File: src/bms_pkg.sv
package bms_pkg;
	localparam logic [15:0] BMS_APP_LO      = 16'h0400;
	localparam logic [15:0] BMS_APP_HI      = 16'h77FF;
	localparam logic [15:0] BMS_FLASH_TOP   = 16'h7FFF;
	localparam logic [15:0] BMS_ENTRY_ADDR  = 16'h0400;
	localparam logic [15:0] BMS_VEC0_ADDR   = 16'h0403;
	localparam logic [15:0] BMS_VEC_STEP    = 16'h0008;
	localparam logic [15:0] BMS_JUMP_LOADER = 16'h0006;
	localparam logic [7:0]  BMS_BLANK_BYTE  = 8'hFF;
	localparam logic [15:0] BMS_INFO_LO     = 16'h03CC;
	localparam logic [15:0] BMS_INFO_HI     = 16'h03FF;
	localparam logic [15:0] BMS_DESC_LO     = 16'h03CC;
	localparam logic [15:0] BMS_DESC_HI     = 16'h03DD;
	localparam logic [15:0] BMS_SER_LO      = 16'h03E0;
	localparam logic [15:0] BMS_SER_HI      = 16'h03E3;
	localparam logic [15:0] BMS_SSTR_LO     = 16'h03E6;
	localparam logic [15:0] BMS_SSTR_HI     = 16'h03FD;
	localparam logic [31:0] BMS_LOADER_BAUD = 32'h0000014D;
	localparam int          BMS_CLK_HZ      = 20000000;
	localparam int          BMS_SETTLE_NS   = 1000;
	localparam int          BMS_SETTLE_CYC  = (BMS_SETTLE_NS * (BMS_CLK_HZ / 1000000) + 999) / 1000;
	localparam int          BMS_INFO_BYTES  = 52;

	typedef enum logic [2:0] {BMS_ST_PULL, BMS_ST_SETTLE, BMS_ST_VALID, BMS_ST_SENSE,
		BMS_ST_LOADER, BMS_ST_APP} bms_state_t;
endpackage : bms_pkg

File: src/bms_wr_if.sv
interface bms_wr_if;
	logic        req;
	logic [15:0] addr;
	logic [7:0]  data;
	logic        ok;
	modport src (output req, output addr, output data, input ok);
	modport flt (input req, input addr, input data, output ok);
endinterface : bms_wr_if

File: src/bms_top.sv
// Overview of operation
// loader areas low 1KiB, top 2KiB write-protected
// image writes only within 0x400..0x77FF
// app invalid when byte 0x400 is 0xFF
// entry 0x400, vectors from 0x403 step 8
// application jumps to 0x6 for loader
// loader descriptor held at 0x3CC..0x3DD
// serial number 0x3E0..0x3E3, little endian
// serial string descriptor at 0x3E6..0x3FD
// other information bytes read zero
// startup enables pull-downs on indicator lines
// invalid application selects loader mode
// bus power and yellow high select loader
// otherwise run application from entry vector
// application presents CDC ACM identity
// baud 333 line coding enters loader
// let pull-down settle before sampling yellow
module bms_top
	import bms_pkg::*;
#(
	parameter logic [15:0] BMS_VID = 16'h1234, // arbitrary value
	parameter logic [15:0] BMS_PID = 16'h5678  // arbitrary value
) (
	input  wire logic        clk_sys_i,
	input  wire logic        rstn_i,
	input  wire logic        ce_i,
	input  wire logic [7:0]  app_first_byte_i,
	input  wire logic        usb_power_i,
	input  wire logic        yellow_indicator_line_i,
	input  wire logic        cpu_jump_i,
	input  wire logic [15:0] cpu_jump_addr_i,
	input  wire logic        baud_set_i,
	input  wire logic [31:0] baud_rate_i,
	input  wire logic [4:0]  vec_num_i,
	input  wire logic        img_wr_i,
	input  wire logic [15:0] img_addr_i,
	input  wire logic [7:0]  img_data_i,
	input  wire logic [5:0]  info_idx_i,
	input  wire logic [143:0] desc_bytes_i,
	input  wire logic [31:0] serial_i,
	output logic [2:0]       indicator_pd_o,
	output logic [4:0]       port_pull_en_o,
	output logic             decided_o,
	output logic             loader_mode_o,
	output logic             app_run_o,
	output logic [15:0]      entry_addr_o,
	output logic [15:0]      vec_addr_o,
	output logic [7:0]       info_byte_o,
	output logic             prog_en_o,
	output logic [15:0]      prog_addr_o,
	output logic [7:0]       prog_data_o,
	output logic             rec_drop_o,
	output logic [15:0]      usb_vid_o,
	output logic [15:0]      usb_pid_o
);
	bms_state_t state;
	logic [2:0] yel_sync;
	logic       yel_stable;
	logic [7:0] settle_cnt;
	logic [15:0] info_addr;
	logic [3:0]  hex_nib;
	logic [15:0] sstr_off;
	logic [2:0]  dig_pos;
	bms_wr_if    wr_bus ();

	// yellow pin crosses in: three stages, change accepted when 2nd and 3rd agree
	always_ff @(posedge clk_sys_i or negedge rstn_i) begin
		if (!rstn_i) begin
			yel_sync   <= 3'h0;
			yel_stable <= 1'b0;
		end else if (ce_i) begin
			yel_sync <= {yel_sync[1:0], yellow_indicator_line_i};
			if (yel_sync[1] == yel_sync[2]) begin
				yel_stable <= yel_sync[2];
			end
		end
	end

	// startup sequence; runs after every reset
	always_ff @(posedge clk_sys_i or negedge rstn_i) begin
		if (!rstn_i) begin
			state      <= BMS_ST_PULL;
			settle_cnt <= 8'h00;
		end else if (ce_i) begin
			case (state)
				BMS_ST_PULL: begin
					settle_cnt <= 8'h00;
					state      <= BMS_ST_SETTLE;
				end
				BMS_ST_SETTLE: begin
					// pull-down plus synchroniser latency before trusting the line
					settle_cnt <= settle_cnt + 8'h01;
					if (settle_cnt == 8'(BMS_SETTLE_CYC + 3)) begin
						state <= BMS_ST_VALID;
					end
				end
				BMS_ST_VALID: begin
					if (app_first_byte_i == BMS_BLANK_BYTE) begin
						state <= BMS_ST_LOADER;
					end else begin
						state <= BMS_ST_SENSE;
					end
				end
				BMS_ST_SENSE: begin
					if (usb_power_i && yel_stable) begin
						state <= BMS_ST_LOADER;
					end else begin
						state <= BMS_ST_APP;
					end
				end
				BMS_ST_APP: begin
					// application may hand control back at any time
					if (cpu_jump_i && cpu_jump_addr_i == BMS_JUMP_LOADER) begin
						state <= BMS_ST_LOADER;
					end else if (baud_set_i && baud_rate_i == BMS_LOADER_BAUD) begin
						state <= BMS_ST_LOADER;
					end
				end
				BMS_ST_LOADER: state <= BMS_ST_LOADER;
				default: state <= BMS_ST_PULL;
			endcase
		end
	end

	// pull setup held from reset: indicators pulled down, rest of port floating
	assign indicator_pd_o = 3'h7;
	assign port_pull_en_o = 5'h00;
	assign decided_o      = (state == BMS_ST_LOADER) || (state == BMS_ST_APP);
	assign loader_mode_o  = (state == BMS_ST_LOADER);
	assign app_run_o      = (state == BMS_ST_APP);
	assign usb_vid_o      = BMS_VID;
	assign usb_pid_o      = BMS_PID;

	// vector remap registered so the fetch path sees a stable address
	always_ff @(posedge clk_sys_i or negedge rstn_i) begin
		if (!rstn_i) begin
			entry_addr_o <= BMS_ENTRY_ADDR;
			vec_addr_o   <= BMS_VEC0_ADDR;
		end else if (ce_i) begin
			entry_addr_o <= BMS_ENTRY_ADDR;
			vec_addr_o   <= BMS_VEC0_ADDR + (16'(vec_num_i) << 3);
		end
	end

	function automatic logic [7:0] hex_char(input logic [3:0] n);
		return (n < 4'hA) ? (8'h30 + 8'(n)) : (8'h37 + 8'(n));
	endfunction : hex_char

	// information block byte; string descriptor is 8 hex digits in UTF-16LE
	assign info_addr = BMS_INFO_LO + 16'(info_idx_i);
	// digit position wraps inside 0..7, so the nibble select never leaves the serial word
	assign sstr_off  = info_addr - BMS_SSTR_LO - 16'h0002;
	assign dig_pos   = 3'h7 - 3'(sstr_off >> 1);
	assign hex_nib   = serial_i[{dig_pos, 2'b00} +: 4];
	always_ff @(posedge clk_sys_i or negedge rstn_i) begin
		if (!rstn_i) begin
			info_byte_o <= 8'h00;
		end else if (ce_i) begin
			if (info_addr >= BMS_DESC_LO && info_addr <= BMS_DESC_HI) begin
				info_byte_o <= desc_bytes_i[8 * (info_addr - BMS_DESC_LO) +: 8];
			end else if (info_addr >= BMS_SER_LO && info_addr <= BMS_SER_HI) begin
				info_byte_o <= serial_i[8 * (info_addr - BMS_SER_LO) +: 8];
			end else if (info_addr == BMS_SSTR_LO) begin
				info_byte_o <= 8'(BMS_SSTR_HI - BMS_SSTR_LO + 16'h0001);
			end else if (info_addr == BMS_SSTR_LO + 16'h0001) begin
				info_byte_o <= 8'h03;
			end else if (info_addr > BMS_SSTR_LO + 16'h0001 && info_addr <= BMS_SSTR_LO + 16'h0011) begin
				info_byte_o <= info_addr[0] ? 8'h00 : hex_char(hex_nib);
			end else if (info_addr > BMS_SSTR_LO + 16'h0011 && info_addr <= BMS_SSTR_HI) begin
				// padding after the eighth digit keeps the advertised length
				info_byte_o <= 8'h00;
			end else begin
				info_byte_o <= 8'h00;
			end
		end
	end

	assign wr_bus.req  = img_wr_i && (state == BMS_ST_LOADER);
	assign wr_bus.addr = img_addr_i;
	assign wr_bus.data = img_data_i;

	bms_wr_filter u_filter (
		.clk_sys_i   (clk_sys_i),
		.rstn_i      (rstn_i),
		.ce_i        (ce_i),
		.wr          (wr_bus),
		.prog_en_o   (prog_en_o),
		.prog_addr_o (prog_addr_o),
		.prog_data_o (prog_data_o),
		.rec_drop_o  (rec_drop_o)
	);

	AST_BLANK_NO_APP: assert property (@(posedge clk_sys_i) disable iff (!rstn_i)
		(ce_i && state == BMS_ST_VALID && app_first_byte_i == BMS_BLANK_BYTE) |=> loader_mode_o)
		else $error("blank application not sent to loader");
	AST_SENSE_LOADER: assert property (@(posedge clk_sys_i) disable iff (!rstn_i)
		(ce_i && state == BMS_ST_SENSE && usb_power_i && yel_stable) |=> loader_mode_o)
		else $error("button sense ignored");
	AST_RUN_APP: assert property (@(posedge clk_sys_i) disable iff (!rstn_i)
		(ce_i && state == BMS_ST_SENSE && !(usb_power_i && yel_stable)) |=> app_run_o)
		else $error("application not started");
	AST_BAUD: assert property (@(posedge clk_sys_i) disable iff (!rstn_i)
		(ce_i && app_run_o && baud_set_i && baud_rate_i == BMS_LOADER_BAUD) |=> loader_mode_o)
		else $error("baud request ignored");
	AST_JUMP: assert property (@(posedge clk_sys_i) disable iff (!rstn_i)
		(ce_i && app_run_o && cpu_jump_i && cpu_jump_addr_i == BMS_JUMP_LOADER) |=> loader_mode_o)
		else $error("jump to loader ignored");
	AST_VEC: assert property (@(posedge clk_sys_i) disable iff (!rstn_i)
		ce_i |=> vec_addr_o == BMS_VEC0_ADDR + 16'($past(vec_num_i)) * BMS_VEC_STEP)
		else $error("vector remap wrong");
	AST_SETTLE: assert property (@(posedge clk_sys_i) disable iff (!rstn_i)
		(state == BMS_ST_SENSE) |-> (settle_cnt >= 8'(BMS_SETTLE_CYC)))
		else $error("yellow sampled before settling");
	AST_ZERO_INFO: assert property (@(posedge clk_sys_i) disable iff (!rstn_i)
		(ce_i && (info_addr == 16'h03DE || info_addr == 16'h03FE)) |=> info_byte_o == 8'h00)
		else $error("reserved info byte not zero");

	// low side of the window and the mode gate, as seen from the filter's verdict
	AST_DROP_LOW: assert property (@(posedge clk_sys_i) disable iff (!rstn_i)
		(ce_i && wr_bus.req && !wr_bus.ok) |=> (rec_drop_o && !prog_en_o))
		else $error("write outside window not dropped");
	AST_NO_WR_APP: assert property (@(posedge clk_sys_i) disable iff (!rstn_i)
		(ce_i && img_wr_i && !loader_mode_o) |=> (!prog_en_o && !rec_drop_o))
		else $error("image write acted on outside loader mode");
endmodule : bms_top

File: src/bms_wr_filter.sv
module bms_wr_filter
	import bms_pkg::*;
(
	input  wire logic clk_sys_i,
	input  wire logic rstn_i,
	input  wire logic ce_i,
	bms_wr_if.flt     wr,
	output logic      prog_en_o,
	output logic [15:0] prog_addr_o,
	output logic [7:0]  prog_data_o,
	output logic      rec_drop_o
);
	// each byte is judged on its own address against the application window
	function automatic logic in_app(input logic [15:0] a);
		return (a >= BMS_APP_LO) && (a <= BMS_APP_HI);
	endfunction : in_app

	assign wr.ok = in_app(wr.addr);

	// loader areas are never written: protects low 1 KiB and top 2 KiB
	always_ff @(posedge clk_sys_i or negedge rstn_i) begin
		if (!rstn_i) begin
			prog_en_o   <= 1'b0;
			prog_addr_o <= 16'h0000;
			prog_data_o <= 8'h00;
			rec_drop_o  <= 1'b0;
		end else if (ce_i) begin
			prog_en_o   <= wr.req && in_app(wr.addr);
			rec_drop_o  <= wr.req && !in_app(wr.addr);
			prog_addr_o <= wr.addr;
			prog_data_o <= wr.data;
		end
	end

	AST_NO_LOADER_WRITE: assert property (@(posedge clk_sys_i) disable iff (!rstn_i)
		prog_en_o |-> (prog_addr_o >= BMS_APP_LO && prog_addr_o <= BMS_APP_HI))
		else $error("write reached loader area");
	AST_DROP_OUT: assert property (@(posedge clk_sys_i) disable iff (!rstn_i)
		(ce_i && wr.req && wr.addr > BMS_APP_HI) |=> (rec_drop_o && !prog_en_o))
		else $error("out of range write not dropped");
endmodule : bms_wr_filter

File: config.mk
export PLATFORM = sky130hd
export DESIGN_NAME = bms_top
export DESIGN_NICKNAME = d
export VERILOG_FILES = /design/src/bms_pkg.sv /design/src/bms_wr_if.sv /design/src/bms_top.sv /design/src/bms_wr_filter.sv
export SDC_FILE = /design/constraint.sdc
export NUM_CORES = 1
export LEC_CHECK = 0
export ABC_AREA = 1
export BUFFER_PORTS_ARGS = -buffer_cell sky130_fd_sc_hd__buf_2
export CAP_MARGIN = 20
export CORE_AREA = 4 4 147 149
export CTS_CLUSTER_DIAMETER = 150
export DETAILED_ROUTE_END_ITERATION = 12
export DIE_AREA = 0 0 151 153
export HOLD_SLACK_MARGIN = 0.08
export PLACE_DENSITY_LB_ADDON = 0.08
export SYNTH_ARGS = -nofsm -noshare
export SYNTH_HDL_FRONTEND = slang
export SYNTH_HIERARCHICAL = 1
export SYNTH_SLANG_ARGS = --single-unit
export TNS_END_PERCENT = 50
File: constraint.sdc
create_clock -name clk_sys_i -period 2.3 [get_ports clk_sys_i]
set_input_delay 0.575 -clock clk_sys_i [delete_from_list [all_inputs] [get_ports clk_sys_i]]
set_output_delay 0.575 -clock clk_sys_i [all_outputs]
set_load 0.005 [all_outputs]
==> run summary <==
Global-route wire length before repair - 35,600 um
Max Root-Sink Buffers - 2
Final hold violation count - 0
Unrepaired setup endpoints after global routing - false
Sw frac - 0.375
Crit. End Element - flip-flop
Fmax - 475 MHz
Comb pwr share - 0.450
Setup CP Type - input port to flip-flop
Total Routed Length - 23,000 um
Relative slew margins - 0.628
Worst Path Required - 2490 ps
Total grt overflow - 0
Final period util - 0.916
Yosys warning count - 6
Area Growth Syn to Fin - 40.5%
Pwr Density - 464 nW/um^2
Worst-margin pin slew - 558 ps
Chip height - 153 um
Total Nets Final - 1,613
First drt pass iteration count - 4
GPL Wtd Cong - 0.830
Setup violations, final - 0
CTS sink count - 54
CTS H-tree lvls - 2
Clock Latency Late Sink - 300 ps
Tot Pwr - 3770 uW
# Max-Cap Violations - 0
Initial antenna violation count - 1
Status - finished clean
Initial DRC Count - 284
Crit path launch type - input port
Num ports - 384
Gate Count Post-Synth - 977
Pint - 2360 uW
Seq pwr share - 0.309
Global-route usage over all layers - 0.191
Initial core utilization - 0.287
CTS tree - yes
Largest net degree at the start of global routing - 50
Avg Vias per Cell - 4.42
Chip width - 151 um
Post-DR wirelength/cell - 14.3 um
Min-delay worst type - input port to asynchronous set/reset pin
Total CTS buffers - 5
Row count - 52
Layout Skew - 6.07 ps
P_sw - 1420 uW
Hpwl dp - 19,200 um
Worst-path clk slew - 80 ps
Remaining antenna violation count - 0
Crit path DAT - 2300 ps
Share of layout cells above drive strength 1 - 0.348
Die Footprint - 23,100 um^2
Placed insts - 1,592
Syn_area_per_cell - 5.93 um^2
Worst Path Max Fanout - 6
Via count - 7,089
# DRC - 0
Synthesized area - 5790 um^2
Clock root buffer - clkbuf_16
Max IR drop VDD - 0.000275 V
Port Buf Inserts - 316
Hold_buf cts - 0
Min cycle time layout - 2110 ps
Number of global-route vias before repair - 6,933
Clock power frac - 0.241
Non-Filler Instances - 1,603
Slew Limit Fails - 0
Core area - 20,200 um^2
Leakage - 0.00460 uW
[power groups by stage]
stage	Combinational, uW	Sequential (uW)	Clock (uW)
global route	1940	1190	990
floorplan	1010	1180	0
CTS	1700	1170	942
global placement	1700	1190	0
finish	1700	1170	911
detailed placement	1690	1180	0
[what timing repair did]
| action | in CTS | in global routing |
|---|---|---|
| setup endpoints to repair | 0 | 8 |
| gates resized for setup | 0 | 8 |
| buffers inserted | 0 | 2 |
[final timing paths]
check	start	end	slack, ps	depth (start not counted)
max	info_idx_i[2]	info_byte_o[6]	190	14
min	rstn_i	u_filter/prog_addr_o[7]	230	1
max reg2reg	state[1]	settle_cnt[7]	370	10
min reg2reg	u_filter/prog_addr_o[0]	u_filter/prog_addr_o[0]	470	2
max in group asynchronous	rstn_i	vec_addr_o[6]	1400	2
min in group clk_sys_i	img_addr_i[8]	u_filter/prog_addr_o[8]	470	3
[cell usage in the layout (no fill, tap or decap), types with 3 or more instances in the layout]
cell	count
a21oi_1	44
buf_12	11
buf_2	315
buf_4	62
clkbuf_16	5
clkinv_1	3
conb_1	67
dfrtp_1	54
ha_1	3
inv_1	45
inv_2	12
nand2_1	430
nand2_2	14
nand3_1	62
nand3_2	4
nand4_1	25
nor2_1	69
nor2_2	6
nor2_4	6
nor3_1	7
nor3_2	4
nor3b_1	3
nor4_1	8
o211ai_1	3
o21ai_0	26
o21ai_1	9
o21ai_2	4
o22ai_1	4
[worst max-delay path, cell delays in order]
cell	delay [ps]
clkbuf_4	160
o21ai_2	150
inv_1	90
ha_4	300
buf_4	130
nand3_2	90
a21oi_1	220
o21ai_4	80
nand2_2	120
inv_2	70
nand2_1	60
nand3_1	80
nor2_1	130
nor2_1	50
[registers in the layout, indices dropped and copies added, names as in the netlist]
register,flops
u_filter/prog_addr_o,16
info_byte_o,8
settle_cnt,8
u_filter/prog_data_o,8
vec_addr_o,5
state,3
yel_sync,3
u_filter/prog_en_o,1
u_filter/rec_drop_o,1
yel_stable,1
[routing by layer]
metal	routed length (um)	global-route usage
met5	0	0
met4	337	0.0363
met3	1440	0.0311
met2	11600	0.350
met1	9670	0.234
[stage by stage]
step | hold WS [ps] | area, um^2 | setup TNS, ps | utilization | setup slack, ps
floorplan | 279 | 6120 | -342 | - | -80.5
finish | 227 | 8140 | 0 | 0.404 | 193
global route | 252 | 8140 | 0 | 0.404 | 3.34
CTS | 232 | 8100 | 0 | 0.401 | 68.9
detailed placement | 454 | 7920 | -1700 | 0.393 | -241
global placement | 450 | 7920 | -1770 | 0.393 | -244
[area by class of cell]
| cell class | count | area, um^2 |
|---|---|---|
| Clock buffer | 6 | 139 |
| Fill cell | 2340 | 12000 |
| Inverter | 63 | 259 |
| Tap cell | 270 | 338 |
| Sequential cell | 54 | 1350 |
| Timing Repair Buffer | 389 | 2270 |
| Antenna cell | 1 | 2.50 |
| Clock inverter | 2 | 38.8 |
| Multi-Input combinational cell | 818 | 3740 |
No activity file was read; power rests on OpenSTA's default activity.
